$ cat config.mk
export PLATFORM = sky130hd
export DESIGN_NAME = fcc_top
export DESIGN_NICKNAME = d
export VERILOG_FILES = /design/src/hw/fcc_pkg.sv /design/src/hw/fcc_osc_if.sv /design/src/hw/fcc_dco.sv /design/src/hw/fcc_sync_mon.sv /design/src/hw/fcc_top.sv
export VERILOG_INCLUDE_DIRS = /design/src /design/src/hw
export SDC_FILE = /design/constraint.sdc
export NUM_CORES = 1
export LEC_CHECK = 0
export BUFFER_PORTS_ARGS = -buffer_cell sky130_fd_sc_hd__buf_2
export CORE_ASPECT_RATIO = 0.5
export CORE_MARGIN = 4
export CORE_UTILIZATION = 50
export CTS_BUF_LIST = sky130_fd_sc_hd__clkbuf_4 sky130_fd_sc_hd__clkbuf_8
export DETAILED_ROUTE_END_ITERATION = 12
export PLACE_DENSITY_LB_ADDON = 0.1
export REMOVE_ABC_BUFFERS = 1
export SETUP_SLACK_MARGIN = 0.02
export SYNTH_ARGS = -nofsm -noshare
export SYNTH_HDL_FRONTEND = slang
export SYNTH_HIERARCHICAL = 1
export SYNTH_SLANG_ARGS = --single-unit
$ cat constraint.sdc
create_clock -name I_SYS_CLK -period 3.65 [get_ports I_SYS_CLK]
set_clock_uncertainty 0.05 [all_clocks]
set_input_delay 0.1825 -clock I_SYS_CLK [delete_from_list [all_inputs] [get_ports I_SYS_CLK]]
set_output_delay 0.1825 -clock I_SYS_CLK [all_outputs]
set_load 0.02 [all_outputs]
$ cat src/hw/fcc_regs.svh
// Register map, field positions, reset values, rate words and timing
// Assumes a 100 MHz system clock; included by its bare name
`ifndef FCC_REGS_SVH
`define FCC_REGS_SVH

// Register byte addresses
`define FCC_ADDR_CTRL      8'h00
`define FCC_ADDR_PCFG      8'h04
`define FCC_ADDR_BCFG      8'h08
`define FCC_ADDR_STAT      8'h0C

// Control register fields
`define FCC_CTRL_T1        0
`define FCC_CTRL_MAS       1
`define FCC_CTRL_SSYF      2

// Port configuration fields
`define FCC_PCFG_RXSEL_LSB 0
`define FCC_PCFG_RXSEL_MSB 3
`define FCC_PCFG_RXEN      4
`define FCC_PCFG_TXSEL_LSB 8
`define FCC_PCFG_TXSEL_MSB 9
`define FCC_PCFG_TXEN      12

// Buffer and source configuration fields
`define FCC_BCFG_RBS_LSB   0
`define FCC_BCFG_RBS_MSB   1
`define FCC_BCFG_XBS_LSB   2
`define FCC_BCFG_XBS_MSB   3
`define FCC_BCFG_RS1       4
`define FCC_BCFG_DXJA      5

// Status fields
`define FCC_STAT_FAST      0
`define FCC_STAT_SLOW      1
`define FCC_STAT_RXDRV     2
`define FCC_STAT_TXDRV     3
`define FCC_STAT_LOCK      4

// Reset values
`define FCC_RST_BIT        1'h0
`define FCC_RST_RXSEL      4'h0
`define FCC_RST_TXSEL      2'h0
`define FCC_RST_BS         2'h0
`define FCC_RST_WORD       32'h0000_0000

// Oscillator bypass codes
`define FCC_RBS_OFF        2'h3
`define FCC_XBS_BYPASS     2'h0

// Receive rate codes; odd codes are T1/J1 only
`define FCC_RX_SEL_MAX     4'h8

// Phase increments, 32-bit accumulator at 100 MHz
`define FCC_INC_16M384     32'h29F1_6B12
`define FCC_INC_12M352     32'h1F9F_01B8
`define FCC_INC_8M192      32'h14F8_B589
`define FCC_INC_6M176      32'h0FCF_80DC
`define FCC_INC_4M096      32'h0A7C_5AC5
`define FCC_INC_3M088      32'h07E7_C06E
`define FCC_INC_2M048      32'h053E_2D62
`define FCC_INC_1M544      32'h03F3_E037
`define FCC_INC_8K         32'h0005_3E2D
`define FCC_INC_NONE       32'h0000_0000

// Timing
`define FCC_CLK_NS         10
`define FCC_SYNC_FAST_NS   2000
`define FCC_SYNC_FAST_CYC  (`FCC_SYNC_FAST_NS / `FCC_CLK_NS)
`define FCC_SYNC_SLOW_NS   250000
`define FCC_SYNC_SLOW_CYC  (`FCC_SYNC_SLOW_NS / `FCC_CLK_NS)
`define FCC_CNT_MAX        16'hFFFF

`endif

$ cat src/hw/fcc_pkg.sv
// Types shared by the clock output control block
// Assumes nothing beyond a SystemVerilog compiler
package fcc_pkg;
  typedef logic [31:0] fcc_word_t;
  typedef logic [15:0] fcc_cnt_t;
  typedef logic [3:0]  fcc_rxsel_t;
  typedef logic [1:0]  fcc_txsel_t;
endpackage

$ cat src/hw/fcc_osc_if.sv
// Control and output of one numerically controlled clock oscillator
// Assumes both ends run on the system clock
`timescale 1ns/1ns
interface fcc_osc_if;
  fcc_pkg::fcc_word_t inc;
  logic               align;
  logic               run;
  logic               clk_lvl;
  modport ctrl (output inc, output align, output run, input clk_lvl);
  modport osc  (input inc, input align, input run, output clk_lvl);
endinterface

$ cat src/hw/fcc_dco.sv
// Phase-accumulator clock oscillator on the system clock
// Assumes a synchronous active-high reset
`timescale 1ns/1ns
module fcc_dco (
  input  wire logic i_clk,
  input  wire logic i_rst,
  fcc_osc_if.osc    osc
);
  `include "fcc_regs.svh"

  fcc_pkg::fcc_word_t acc_q;
  fcc_pkg::fcc_word_t acc_d;

  assign acc_d = !osc.run  ? `FCC_RST_WORD :
                 osc.align ? `FCC_RST_WORD :
                 acc_q + osc.inc;
  assign osc.clk_lvl = acc_q[31];

  // Only the system clock feeds the phase, no other source
  always_ff @(posedge i_clk) begin
    if (i_rst) begin
      acc_q <= `FCC_RST_WORD;
    end else begin
      acc_q <= acc_d;
    end
  end
endmodule // fcc_dco

$ cat src/hw/fcc_sync_mon.sv
// Activity monitor and rate classifier for the synchronisation input
// Assumes the sync input is synchronous to the system clock
`timescale 1ns/1ns
module fcc_sync_mon (
  input  wire logic               i_clk,
  input  wire logic               i_rst,
  input  wire logic               i_sync,
  input  wire fcc_pkg::fcc_cnt_t  i_slow_tmo,
  output logic                    o_edge,
  output logic                    o_fast,
  output logic                    o_slow
);
  `include "fcc_regs.svh"

  localparam fcc_pkg::fcc_cnt_t FAST_TMO = 16'(`FCC_SYNC_FAST_CYC);

  logic               sync_q;
  fcc_pkg::fcc_cnt_t  cnt_q;
  logic               fast_q;
  logic               slow_q;
  logic               rise;
  logic               fast_hit;
  logic               slow_hit;

  assign rise     = i_sync && !sync_q;
  assign fast_hit = rise && (cnt_q < FAST_TMO);
  assign slow_hit = rise && !fast_hit && (cnt_q < i_slow_tmo);
  assign o_edge   = rise;
  assign o_fast   = fast_q;
  assign o_slow   = slow_q;

  always_ff @(posedge i_clk) begin
    if (i_rst) begin
      sync_q <= `FCC_RST_BIT;
      cnt_q  <= `FCC_CNT_MAX;
    end else begin
      sync_q <= i_sync;
      cnt_q  <= rise ? 16'h0000 :
                (cnt_q == `FCC_CNT_MAX) ? cnt_q : cnt_q + 16'h0001;
    end
  end

  // Activity drops when no edge arrives within the window
  always_ff @(posedge i_clk) begin
    if (i_rst) begin
      fast_q <= `FCC_RST_BIT;
      slow_q <= `FCC_RST_BIT;
    end else begin
      fast_q <= fast_hit ? 1'b1 :
                (rise || cnt_q >= FAST_TMO) ? 1'b0 : fast_q;
      slow_q <= slow_hit ? 1'b1 :
                (rise || cnt_q >= i_slow_tmo) ? 1'b0 : slow_q;
    end
  end
endmodule // fcc_sync_mon

$ cat src/hw/fcc_top.sv
// Clock output control: two oscillators steered onto two clock pins
// Assumes APB master on the system clock and a synchronous sync input
//
// Contract
// - Every internal clock derives from the single master reference.
// - Receive oscillator locks to an active 1.544/2.048 MHz sync clock.
// - In master mode with 8 kHz select, receive locks to 8 kHz sync.
// - E1 receive output offers 16.384, 8.192, 4.096, 2.048 MHz or 8 kHz.
// - T1/J1 receive output offers eight MHz rates or 8 kHz.
// - Output rates come from software-written port configuration bits.
// - After reset both outputs are inactive and weakly pulled high.
// - No receive clock while buffer size is 11 and source high bit 0.
// - E1 transmit output offers 16.384, 8.192, 4.096, 2.048 MHz only.
// - T1/J1 transmit output offers 12.352, 6.176, 3.088, 1.544 MHz.
// - No transmit clock with buffer bypass and jitter attenuation off.
//
// Design decisions made here: the APB register port and the placing of the registers.
`timescale 1ns/1ns
`include "fcc_regs.svh"
module fcc_top #(
  parameter int P_SYNC_SLOW_TMO = `FCC_SYNC_SLOW_CYC
) (
  input  wire logic        I_SYS_CLK,
  input  wire logic        I_SYS_RST,
  input  wire logic        I_PSEL,
  input  wire logic        I_PENABLE,
  input  wire logic        I_PWRITE,
  input  wire logic [7:0]  I_PADDR,
  input  wire logic [31:0] I_PWDATA,
  output logic      [31:0] O_PRDATA,
  output logic             O_PREADY,
  output logic             O_PSLVERR,
  input  wire logic        I_SYNC,
  output logic             O_RX_DEJIT_CLK,
  output logic             O_RX_DEJIT_CLK_OE,
  output logic             O_TX_DEJIT_CLK,
  output logic             O_TX_DEJIT_CLK_OE
);

  ////////////////////////////////////////////////////////////////////////
  // Register state
  logic                t1_q;
  logic                mas_q;
  logic                ssyf_q;
  fcc_pkg::fcc_rxsel_t rx_sel_q;
  logic                rx_en_q;
  fcc_pkg::fcc_txsel_t tx_sel_q;
  logic                tx_en_q;
  logic [1:0]          rbs_q;
  logic [1:0]          xbs_q;
  logic                rs1_q;
  logic                dxja_q;
  fcc_pkg::fcc_word_t  prdata_q;
  logic                rx_pin_q;
  logic                rx_oe_q;
  logic                tx_pin_q;
  logic                tx_oe_q;

  ////////////////////////////////////////////////////////////////////////
  // APB decode
  logic               setup;
  logic               access;
  logic               wr;
  logic               hit_ctrl;
  logic               hit_pcfg;
  logic               hit_bcfg;
  logic               hit_stat;
  logic               hit;
  fcc_pkg::fcc_word_t rd_mux;
  fcc_pkg::fcc_word_t ctrl_rd;
  fcc_pkg::fcc_word_t pcfg_rd;
  fcc_pkg::fcc_word_t bcfg_rd;
  fcc_pkg::fcc_word_t stat_rd;

  assign setup    = I_PSEL && !I_PENABLE;
  assign access   = I_PSEL && I_PENABLE;
  assign hit_ctrl = I_PADDR == `FCC_ADDR_CTRL;
  assign hit_pcfg = I_PADDR == `FCC_ADDR_PCFG;
  assign hit_bcfg = I_PADDR == `FCC_ADDR_BCFG;
  assign hit_stat = I_PADDR == `FCC_ADDR_STAT;
  assign hit      = hit_ctrl || hit_pcfg || hit_bcfg || hit_stat;
  assign wr       = access && I_PWRITE;
  assign O_PREADY  = 1'b1;
  assign O_PSLVERR = access && !hit;
  assign O_PRDATA  = prdata_q;

  ////////////////////////////////////////////////////////////////////////
  // Oscillator control
  fcc_osc_if rx_osc ();
  fcc_osc_if tx_osc ();

  logic sync_edge;
  logic sync_fast;
  logic sync_slow;
  logic use_8k;
  logic lock_fast;
  logic lock_8k;
  logic rx_dco_off;
  logic tx_dco_off;
  logic rx_sel_ok;
  logic rx_run;
  logic tx_run;

  assign use_8k     = mas_q && ssyf_q;
  assign lock_fast  = !use_8k && sync_fast;
  assign lock_8k    = use_8k && sync_slow;
  assign rx_dco_off = (rbs_q == `FCC_RBS_OFF) && !rs1_q;
  assign tx_dco_off = (xbs_q == `FCC_XBS_BYPASS) && dxja_q;
  // T1/J1-only rates are refused in E1 mode
  assign rx_sel_ok  = (rx_sel_q <= `FCC_RX_SEL_MAX) &&
                      (t1_q || !rx_sel_q[0]);
  assign rx_run     = rx_en_q && rx_sel_ok && !rx_dco_off;
  assign tx_run     = tx_en_q && !tx_dco_off;

  assign rx_osc.run   = rx_run;
  assign rx_osc.align = sync_edge && (lock_fast || lock_8k);
  assign tx_osc.run   = tx_run;
  assign tx_osc.align = 1'b0;

  // Receive rate word by code
  always_comb begin
    unique case (rx_sel_q)
      4'h0:    rx_osc.inc = `FCC_INC_16M384;
      4'h1:    rx_osc.inc = `FCC_INC_12M352;
      4'h2:    rx_osc.inc = `FCC_INC_8M192;
      4'h3:    rx_osc.inc = `FCC_INC_6M176;
      4'h4:    rx_osc.inc = `FCC_INC_4M096;
      4'h5:    rx_osc.inc = `FCC_INC_3M088;
      4'h6:    rx_osc.inc = `FCC_INC_2M048;
      4'h7:    rx_osc.inc = `FCC_INC_1M544;
      4'h8:    rx_osc.inc = `FCC_INC_8K;
      default: rx_osc.inc = `FCC_INC_NONE;
    endcase
  end

  // Transmit rate word; the mode picks the E1 or T1/J1 family
  always_comb begin
    unique case (tx_sel_q)
      2'h0:    tx_osc.inc = t1_q ? `FCC_INC_12M352 : `FCC_INC_16M384;
      2'h1:    tx_osc.inc = t1_q ? `FCC_INC_6M176  : `FCC_INC_8M192;
      2'h2:    tx_osc.inc = t1_q ? `FCC_INC_3M088  : `FCC_INC_4M096;
      default: tx_osc.inc = t1_q ? `FCC_INC_1M544  : `FCC_INC_2M048;
    endcase
  end

  fcc_sync_mon u_sync_mon (
    .i_clk      (I_SYS_CLK),
    .i_rst      (I_SYS_RST),
    .i_sync     (I_SYNC),
    .i_slow_tmo (16'(P_SYNC_SLOW_TMO)),
    .o_edge     (sync_edge),
    .o_fast     (sync_fast),
    .o_slow     (sync_slow)
  );

  fcc_dco u_rx_dco (
    .i_clk (I_SYS_CLK),
    .i_rst (I_SYS_RST),
    .osc   (rx_osc.osc)
  );

  fcc_dco u_tx_dco (
    .i_clk (I_SYS_CLK),
    .i_rst (I_SYS_RST),
    .osc   (tx_osc.osc)
  );

  ////////////////////////////////////////////////////////////////////////
  // Read data
  assign ctrl_rd = {29'h0000_0000, ssyf_q, mas_q, t1_q};
  assign pcfg_rd = {19'h0_0000, tx_en_q, 2'h0, tx_sel_q,
                    3'h0, rx_en_q, rx_sel_q};
  assign bcfg_rd = {26'h000_0000, dxja_q, rs1_q, xbs_q, rbs_q};
  assign stat_rd = {27'h000_0000, lock_fast || lock_8k, tx_oe_q,
                    rx_oe_q, sync_slow, sync_fast};
  assign rd_mux  = hit_ctrl ? ctrl_rd :
                   hit_pcfg ? pcfg_rd :
                   hit_bcfg ? bcfg_rd :
                   hit_stat ? stat_rd : `FCC_RST_WORD;

  always_ff @(posedge I_SYS_CLK) begin
    if (I_SYS_RST) begin
      prdata_q <= `FCC_RST_WORD;
    end else if (setup && !I_PWRITE) begin
      prdata_q <= rd_mux;
    end
  end

  ////////////////////////////////////////////////////////////////////////
  // Register writes
  always_ff @(posedge I_SYS_CLK) begin
    if (I_SYS_RST) begin
      t1_q   <= `FCC_RST_BIT;
      mas_q  <= `FCC_RST_BIT;
      ssyf_q <= `FCC_RST_BIT;
    end else if (wr && hit_ctrl) begin
      t1_q   <= I_PWDATA[`FCC_CTRL_T1];
      mas_q  <= I_PWDATA[`FCC_CTRL_MAS];
      ssyf_q <= I_PWDATA[`FCC_CTRL_SSYF];
    end
  end

  always_ff @(posedge I_SYS_CLK) begin
    if (I_SYS_RST) begin
      rx_sel_q <= `FCC_RST_RXSEL;
      rx_en_q  <= `FCC_RST_BIT;
      tx_sel_q <= `FCC_RST_TXSEL;
      tx_en_q  <= `FCC_RST_BIT;
    end else if (wr && hit_pcfg) begin
      rx_sel_q <= I_PWDATA[`FCC_PCFG_RXSEL_MSB:`FCC_PCFG_RXSEL_LSB];
      rx_en_q  <= I_PWDATA[`FCC_PCFG_RXEN];
      tx_sel_q <= I_PWDATA[`FCC_PCFG_TXSEL_MSB:`FCC_PCFG_TXSEL_LSB];
      tx_en_q  <= I_PWDATA[`FCC_PCFG_TXEN];
    end
  end

  always_ff @(posedge I_SYS_CLK) begin
    if (I_SYS_RST) begin
      rbs_q  <= `FCC_RST_BS;
      xbs_q  <= `FCC_RST_BS;
      rs1_q  <= `FCC_RST_BIT;
      dxja_q <= `FCC_RST_BIT;
    end else if (wr && hit_bcfg) begin
      rbs_q  <= I_PWDATA[`FCC_BCFG_RBS_MSB:`FCC_BCFG_RBS_LSB];
      xbs_q  <= I_PWDATA[`FCC_BCFG_XBS_MSB:`FCC_BCFG_XBS_LSB];
      rs1_q  <= I_PWDATA[`FCC_BCFG_RS1];
      dxja_q <= I_PWDATA[`FCC_BCFG_DXJA];
    end
  end

  ////////////////////////////////////////////////////////////////////////
  // Output pins; idle level is high with the driver off
  always_ff @(posedge I_SYS_CLK) begin
    if (I_SYS_RST) begin
      rx_pin_q <= 1'b1;
      rx_oe_q  <= `FCC_RST_BIT;
      tx_pin_q <= 1'b1;
      tx_oe_q  <= `FCC_RST_BIT;
    end else begin
      rx_pin_q <= rx_run ? rx_osc.clk_lvl : 1'b1;
      rx_oe_q  <= rx_run;
      tx_pin_q <= tx_run ? tx_osc.clk_lvl : 1'b1;
      tx_oe_q  <= tx_run;
    end
  end

  assign O_RX_DEJIT_CLK    = rx_pin_q;
  assign O_RX_DEJIT_CLK_OE = rx_oe_q;
  assign O_TX_DEJIT_CLK    = tx_pin_q;
  assign O_TX_DEJIT_CLK_OE = tx_oe_q;
endmodule // fcc_top

**After elaboration in Yosys (flattened, before gate mapping)**

Memory sizes are Yosys's and may differ from the RTL's. A register that Yosys moved wholly into a read port is not among the register bits.
Index checks and enable logic that the tools add are counted.

- $add $sub $neg: 3
- Magnitude comparators: 5
- Equal/unequal tests: 8
- Mux-type cells: 17
- Bitwise operators: 2
- Reductions and logical operators: 47

Operators by type and width:

| kind | count |
|---|---|
| $pmux 30 s3 | 1 |
| $add 32x30->32 | 1 |
| $add 32x32->32 | 1 |
| $mux 16 | 2 |
| $mux 30 | 1 |
| $mux 29 | 1 |
| $mux 28 | 1 |
| $mux 27 | 1 |
| $mux 13 | 2 |
| $logic_and 1x1->1 | 22 |
| $add 16x1->16 const B | 1 |
| $eq 16x16->1 const B | 1 |
| $eq 8x4->1 const B | 2 |
| $ge 16x15->1 const B | 1 |
| $ge 16x8->1 const B | 1 |
| $lt 16x15->1 const B | 1 |
| $lt 16x8->1 const B | 1 |
| $logic_not 1->1 | 10 |
| $eq 8x3->1 const B | 1 |
| $logic_not 8->1 | 1 |
| $mux 4 | 2 |
| $logic_or 1x1->1 | 7 |
| $mux 6 | 1 |
| $mux 5 | 1 |
| other kinds (10) | 18 |

- Flip-flop bits (word level): 136
- Memory bits (read-only): 480
- Input port bits: 46
- Word-level logic and storage cells: 105
- Memories: 1

Memories:

| memory | depth | bits a word | rd ports | clocked after memory_dff | wr ports | RTL line | RTL |
|---|---|---|---|---|---|---|---|
| (no name shown) | 16 | 30 | 1 | 1 | 0 | fcc_top.sv:122 | `unique case (rx_sel_q)` |

**Logic depth before layout (Yosys ltp)**

Gate-level depths: netlist of run 1.

- Depth after elaboration: 8
- Mapped depth: 15

**Hierarchy**

The synthesis of run 1 kept the hierarchy.

Modules (own cells, without submodules):

| module | instances | cells each | area an instance (um^2) | sequential area each (um^2) |
|---|---|---|---|---|
| fcc_top | 1 | 356 | 3026.7 | 1201.2 |
| fcc_dco (u_rx_dco) | 1 | 284 | 2428.6 | 640.6 |
| fcc_dco (u_tx_dco) | 1 | 282 | 2412.3 | 640.6 |
| fcc_sync_mon | 1 | 184 | 1460.2 | 380.4 |

**Worst setup path after synthesis of run 1**

Ideal clock, no wire load.

- Path kind: reg-to-reg
- Start point: register tx_sel_q[1]
- End point: register u_tx_dco.acc_q[18]
- Arrival: 3.423 ns
- Required time: 3.472 ns
- Slack: 0.050 ns
- Cell stages (with the launch flop): 16
- Buffers on the path: 1
- Clock period less this slack: 3.600 ns
- Cells stage by stage: dfxtp_1 > clkbuf_1 > inv_1 > ha_1 > nor2_1 > nor3_1 > nand2b_1 > ha_1 > fa_1 > a21o_1 > a221oi_2 > o31ai_4 > a2111o_1 > a31oi_1 > xor2_1 > nor2_1

- Longest elaborated chain between the ends: 3
- Elaborated cells on any way between the ends: 5

Ends and longest elaborated chain:

| item | RTL line | RTL |
|---|---|---|
| from (decl) | fcc_top.sv:47 | `fcc_pkg::fcc_txsel_t tx_sel_q;` |
| from (signal assigned) | fcc_top.sv:207 | `` tx_sel_q <= `FCC_RST_TXSEL; `` |
| from (signal assigned) | fcc_top.sv:212 | `` tx_sel_q <= I_PWDATA[`FCC_PCFG_TXSEL_MSB:`FCC_PCFG_TXSEL_LSB]; `` |
| $eq 2x2->1 (tied with other cells) | fcc_top.sv:138 | `unique case (tx_sel_q)` |
| $pmux 30 s3 (*) | fcc_top.sv:138 |  |
| via tx_osc.inc[12] | fcc_osc_if.sv:5 | `fcc_pkg::fcc_word_t inc;` |
| $add 32x30->32 (*) | fcc_dco.sv:16 | `acc_q + osc.inc;` |
| to (signal assigned) | fcc_dco.sv:22 | `` acc_q <= `FCC_RST_WORD; `` |
| to (decl) | fcc_dco.sv:11 | `fcc_pkg::fcc_word_t acc_q;` |

Mark *: on every way through the listed nets, which the timed path passes. The rest lies on a longest branch.
A chain may end at the register's enable or synchronous reset.

**Worst setup path after layout of run 1**

- Start point: register tx_sel_q[0]
- End point: register u_tx_dco.acc_q[28]

Same word-level chain as after synthesis.

==> reports/metrics.csv, run 1 <==
metric,value,unit
num_rows,34,
grt_max_degree,30,
p_int,2300,uW
min_period,3.369,ns
pwr-share-seq,0.515,
power_switching_share,0.2694,
firstDrtPassIters,5,
rsz0062_at_grt,no,
end_kind,register,
yosysSeqAreaShare,0.3069,
powerDensity,306.9,mW/mm2
synth_edf_count,0,
drc,0,
final_common_cell,dfxtp_1,
core-area,0.01782,mm2
globalplace.congestion,0.8980,
finalSetupViolCount,0,
gr-usage-all-layers,0.2084,
final_layout_size_suffix_gt1_frac,0.1143,
p_switching,848.2,uW
cts_buffers,17,
crit_path_top_delay_cell,a221oi_4,
hpwl,16200,um
cts_tree,yes,
cp_max_fo,12,
hp-class,in2reg,
clk_pin_slew,0.08,ns
dr_total_vias,8069,
antenna_found_initial,0,
stdcell_area,0.01026,mm2
fill_cells,1626,
ys_async_sr_fraction,0,
fin_cells,1415,
ioPinCount,84,
fin_tns_setup,0,ns
yosysWarnings,6,
dp.cells,1374,
grt-ovfl-total,0,
fin_nets,1307,
maxSlewViolCount,0,
timing.fmax,0.2968,GHz
cp.arrival,3.69,ns
postSynthAreaPerCell,8.434,um2
htreeDepth,4,
area_delta_synth_final,9.953,%
cp-start-kind,register,
routed_wl,21880,um
first_global_vias,7642,
maxSlewHeadroom,0.4141,
place_area,0.009739,mm2
die_h,104.6,um
p_clk_frac,0.404,
initial_core_util,0.5233,
power.leakage,0.004671,uW
syn-cell-area,0.009328,mm2
synth.ff_latch_count,143,
via_per_inst,5.702,
drtIter0Drc,421,
power.total,3148,uW
holdWs,0.03564,ns
setup.worst_path.class,reg2reg,
grt_pass1_wl,36990,um
worstMarginPinSlew,0.8770,ns
status,"finished, final reports clean",
fin_crit_sh,0.9231,
die_w,201.2,um
comb_power_share,0.082,
root_buffer,clkbuf_8,
synth_ff_type,dfxtp_1,
critPathRequiredTime,3.97,ns
clock_path_buffers,2,
clkLatencyLatePin,0.46,ns
n_antenna_cell,0,
slowest_delay,0.46,ns
cts.sinks,143,
final_cell_mix,"dfxtp_1, nor2_1, ha_1",
drt-wirelength-per-cell,15.47,um
cap_violations,0,
ir_drop,0.2475,mV
detail-route-antenna-nets,0,
finalHoldViolCount,0,
die_area,0.02104,mm2
port_buffers,36,
synth_cell_types,86,
synthCells,1106,
crit_chain,buf_4 > ha_1 > buf_4 > nor2_1 > o21ai_1 > and2_1 > ha_1 > and3_1 > a221o_1 > a221oi_4 > a21oi_1 > o21a_1 > nor3_1,
## sequential cells by signal, indices dropped and copies added, names as in the netlist, 2 cells and up
register	flops
tx_sel_q	2
rx_sel_q	4
xbs_q	2
u_tx_dco/acc_q	32
u_sync_mon/cnt_q	16
u_rx_dco/acc_q	32
rx_osc.inc	30
O_PRDATA	9
rbs_q	2
## final cells by class
| cell class | count | area, um2 | area share |
|---|---|---|---|
| Multi-Input combinational cell | 900 | 6150 | 0.5996 |
| Sequential cell | 143 | 2865 | 0.2794 |
| Timing Repair Buffer | 61 | 390.4 | 0.03806 |
| Tap cell | 234 | 292.8 | 0.02855 |
| Clock buffer | 19 | 249.0 | 0.02428 |
| Inverter | 45 | 168.9 | 0.01647 |
| Clock inverter | 13 | 140.1 | 0.01366 |
## logic make-up (layout without fill, tap and decap cells)
group,count (synthesis),after routing,synth area share
AO/OA/AOI/OAI,290,290,0.2170
XOR/XNOR,45,45,0.04225
adder cells (fa/ha/maj),93,93,0.1264
buffers and inverters,107,138,0.05580
flip-flops,143,143,0.3069
multiplexers,31,31,0.03796
other,2,46,0.0008051
AND/OR/NAND/NOR,395,395,0.2129
## worst max-delay path: cells and delay by family (launching register included)
family	cells	cell delay [ns]
AO/OA/AOI/OAI	5	1.32
adder cells (fa/ha/maj)	2	0.59
buffers and inverters	2	0.34
flip-flops	1	0.35
AND/OR/NAND/NOR	4	0.63
## Yosys cell counts, types with 24 or more instances
cell / instances / area (um2)
dfxtp_1: 143 / 2863
nor2_1: 108 / 405.4
ha_1: 91 / 1139
nand2_1: 88 / 330.3
a21oi_1: 84 / 420.4
a21o_1: 45 / 337.8
inv_1: 43 / 161.4
nor3_1: 38 / 190.2
nand3_1: 36 / 180.2
o21ai_0: 28 / 140.1
buf_4: 27 / 202.7
mux2i_1: 25 / 250.2
clkbuf_1: 24 / 90.09
xnor2_1: 24 / 210.2
## repair_timing
action                                  4_1_cts  5_1_grt
gates resized for setup                       0       10
buffers inserted                              0        0
endpoints found under the setup margin        0        5
hold endpoints to repair                     12        0
hold buffers                                  9        0
## final timing paths
| path | startpoint | end | slack, ns | cells after the start |
|---|---|---|---|---|
| hold reg to reg | O_PRDATA[12] | O_PRDATA[12] | 0.41 | 2 |
| setup reg to reg | tx_sel_q[0] | u_tx_dco/acc_q[28] | 0.28 | 13 |
| hold / removal | I_PWDATA[2] | xbs_q[0] | 0.04 | 3 |
| setup / recovery | tx_sel_q[0] | u_tx_dco/acc_q[28] | 0.28 | 13 |
## power groups by stage
stage / Sequential (uW) / Clock, uW / Combinational [uW]
4_1_cts: 1620 / 1310 / 252
6_report: 1620 / 1270 / 257
3_5_place_dp: 1660 / 0 / 243
2_1_floorplan: 1640 / 0 / 174
5_1_grt: 1630 / 1380 / 289
3_3_place_gp: 1660 / 0 / 236
## routing by layer
metal,wire [um],track usage,up-vias
met5,0,0,-
met4,282,0.05250,0
met3,883,0.04612,27
met2,9813,0.3336,153
met1,10900,0.2882,3806
li1,-,-,4083
## per-stage QoR
stage | setup slack (ns) | utilization
global placement | 0.1549 | 0.5464
floorplan | -0.2376 | -
detailed placement | 0.1216 | 0.5464
CTS | 0.07833 | 0.5733
global route | 0.05544 | 0.5754
finish | 0.2808 | 0.5754
Power figures use the tool's default switching activity.
==> run 2: changes to the inputs <==
--- a/config.mk
+++ b/config.mk
@@ -9,7 +9,7 @@
 export BUFFER_PORTS_ARGS = -buffer_cell sky130_fd_sc_hd__buf_2
 export CORE_ASPECT_RATIO = 0.5
 export CORE_MARGIN = 4
-export CORE_UTILIZATION = 50
+export CORE_UTILIZATION = 55
 export CTS_BUF_LIST = sky130_fd_sc_hd__clkbuf_4 sky130_fd_sc_hd__clkbuf_8
 export DETAILED_ROUTE_END_ITERATION = 12
 export PLACE_DENSITY_LB_ADDON = 0.1
==> run 2 against run 1 <==
Against the previous run:
- combinational power fell by 3%
- setup slack got worse by 0.11 ns
- sequential share of layout area fell by 0.056 points
- via count rose by 0.62%
- final cell count fell by 0.71%
- count of clock-buffer cells in the layout did not move
- first-iteration DRC count rose by 13%
- die area fell by 8.6%
- hold slack got worse by 0.0064 ns
- fmax fell by 3.3%
- flip-flop and latch count did not move
- largest power group unchanged
==> reports/metrics.csv, run 2 (synthesis results as in run 1) <==
metric,value,unit,change
cp_max_fo,5,,was 12
maxSlewViolCount,0,,unchanged
n_antenna_cell,0,,unchanged
root_buffer,clkbuf_8,,unchanged
globalplace.congestion,0.9128,,was 0.8980
hpwl,16030,um,was 16200 um
cp-start-kind,register,,unchanged
final_layout_size_suffix_gt1_frac,0.1121,,was 0.1143
detail-route-antenna-nets,0,,unchanged
drtIter0Drc,477,,was 421
timing.rr.end,u_tx_dco/acc_q[18],,was u_tx_dco/acc_q[28]
core-area,0.01652,mm2,was 0.01782 mm2
drt-wirelength-per-cell,15.58,um,was 15.47 um
final_common_cell,dfxtp_1,,unchanged
multi_input_area,0.006153,mm2,was 0.006150 mm2
cp-startpoint,tx_sel_q[1],,was tx_sel_q[0]
cts_tree,yes,,unchanged
clock_path_buffers,2,,unchanged
final_cell_mix,"dfxtp_1, nor2_1, ha_1",,unchanged
first_global_vias,7689,,was 7642
setup_ws,0.1673,ns,was 0.2808 ns
hp-class,in2reg,,unchanged
port_buffers,36,,unchanged
critPathRequiredTime,3.91,ns,was 3.97 ns
fin_cells,1405,,was 1415
end_kind,register,,unchanged
gr-usage-all-layers,0.2272,,was 0.2084
grt_max_degree,36,,was 30
dr_total_vias,8119,,was 8069
die_area,0.01923,mm2,was 0.02104 mm2
antenna_found_initial,0,,unchanged
dp.cells,1366,,was 1374
reg2reg_slack,0.17,ns,was 0.28 ns
finalSetupViolCount,0,,unchanged
status,"finished, final reports clean",,unchanged
via_per_inst,5.779,,was 5.702
power.leakage,0.004697,uW,was 0.004671 uW
min_period,3.483,ns,was 3.369 ns
grt-ovfl-total,0,,unchanged
worstRegToRegCells,14,,was 13
timing.fmax,0.2871,GHz,was 0.2968 GHz
area_delta_synth_final,10.13,%,was 9.953%
cp-endpoint,u_tx_dco/acc_q[18],,was u_tx_dco/acc_q[28]
htreeDepth,4,,unchanged
ioPinCount,84,,unchanged
worstHoldStart,I_PWDATA[1],,was I_PWDATA[2]
rsz0062_at_grt,yes,,was no
grt_pass1_wl,36260,um,was 36990 um
power.total,3249,uW,was 3148 uW
cts_buffers,17,,unchanged
cap_violations,0,,unchanged
maxSlewHeadroom,0.4809,,was 0.4141
routed_wl,21890,um,was 21880 um
worstMarginPinSlew,0.7787,ns,was 0.8770 ns
firstDrtPassIters,4,,was 5
drc,0,,unchanged
seq_area,0.002864,mm2,was 0.002865 mm2
fin_nets,1306,,was 1307
cts.sinks,143,,unchanged
powerDensity,316.2,mW/mm2,was 306.9 mW/mm2
die_w,192.2,um,was 201.2 um
fin_tns_setup,0,ns,unchanged
finalHoldViolCount,0,,unchanged
initial_core_util,0.5648,,was 0.5233
clk_pin_slew,0.08,ns,about the same
cp.arrival,3.74,ns,was 3.69 ns
clkLatencyLatePin,0.44,ns,was 0.46 ns
setup.worst_path.class,reg2reg,,unchanged
fill_cells,1470,,was 1626
dpl_worst_slack,-0.01989,ns,was 0.1216 ns
ir_drop,0.2308,mV,was 0.2475 mV
die_h,100.1,um,was 104.6 um
r2r_start,tx_sel_q[1],,was tx_sel_q[0]
holdWs,0.02920,ns,was 0.03564 ns
num_rows,33,,was 34
fin_crit_sh,0.9542,,was 0.9231
## run 2: cell count changes in the layout (fill, tap and decap cells not counted), sizes merged
| cell | change |
|---|---|
| clkinvlp | -3 |
| dlygate4sd3 | -3 |
| buf | +2 |
| bufinv | +2 |
| inv | -2 |
| clkinv | +1 |
## run 2: what timing repair did
item / in CTS / in global routing
endpoints found under the setup margin: 1 / 3
gates resized for setup: 1 / 6
setup buffers: 1 / 2
pin swaps: 1 / 3
hold buffers: 6 / 0
hold endpoints to repair: 7 / 0
## run 2: layer usage
layer | GRT usage | routed length (um) | vias up
met5 | 0 | 0 | -
met1 | 0.2953 | 10190 | 3828
met4 | 0.04874 | 273 | 0
met3 | 0.04343 | 819 | 26
li1 | - | - | 4071
met2 | 0.3970 | 10610 | 194
## run 2: final cells by class
type / count / area share
Multi-Input combinational cell: 900 / 0.5990
Sequential cell: 143 / 0.2788
Timing Repair Buffer: 60 / 0.03654
Tap cell: 227 / 0.02765
Clock buffer: 19 / 0.02546
Inverter: 45 / 0.01644
Clock inverter: 11 / 0.01608
## run 2: through the flow
| step | util | area, um2 |
|---|---|---|
| 2_1_floorplan | - | 9141 |
| 3_3_place_gp | 0.5887 | 9723 |
| 4_1_cts | 0.6193 | 10230 |
| 6_report | 0.6220 | 10270 |
| 3_5_place_dp | 0.5887 | 9723 |
| 5_1_grt | 0.6220 | 10270 |
## run 2: critical path, stage by stage, from the launching register on
cell and delay (ns):
dfxtp_2 0.37, inv_1 0.10, ha_1 0.22, nor2_2 0.15
nor3_1 0.09, nand2b_1 0.15, ha_1 0.24, fa_2 0.36
a21o_1 0.23, a221oi_4 0.35, o31ai_4 0.14, a2111o_1 0.45
a31oi_1 0.22, xor2_1 0.18, nor2_1 0.06
## run 2: worst min-delay path by stage
stage / endpoint / slack, ns / depth (start not counted)
after global routing: rbs_q[1] / 0.01 / 3
final: mas_q / 0.03 / 3
after floorplan: O_PRDATA[12] / 0.20 / 1
after detailed placement: tx_en_q / 0.38 / 3
after CTS: mas_q / 0.006 / 3
after global placement: tx_en_q / 0.38 / 3
## run 2: report_power, final
| part | leakage [uW] | total, uW | internal (uW) | switching [uW] |
|---|---|---|---|---|
| Sequential | 0.00116 | 1620 | 1580 | 41.4 |
| Combinational | 0.00332 | 249 | 94.2 | 154 |
| Clock | 0.000217 | 1380 | 771 | 608 |
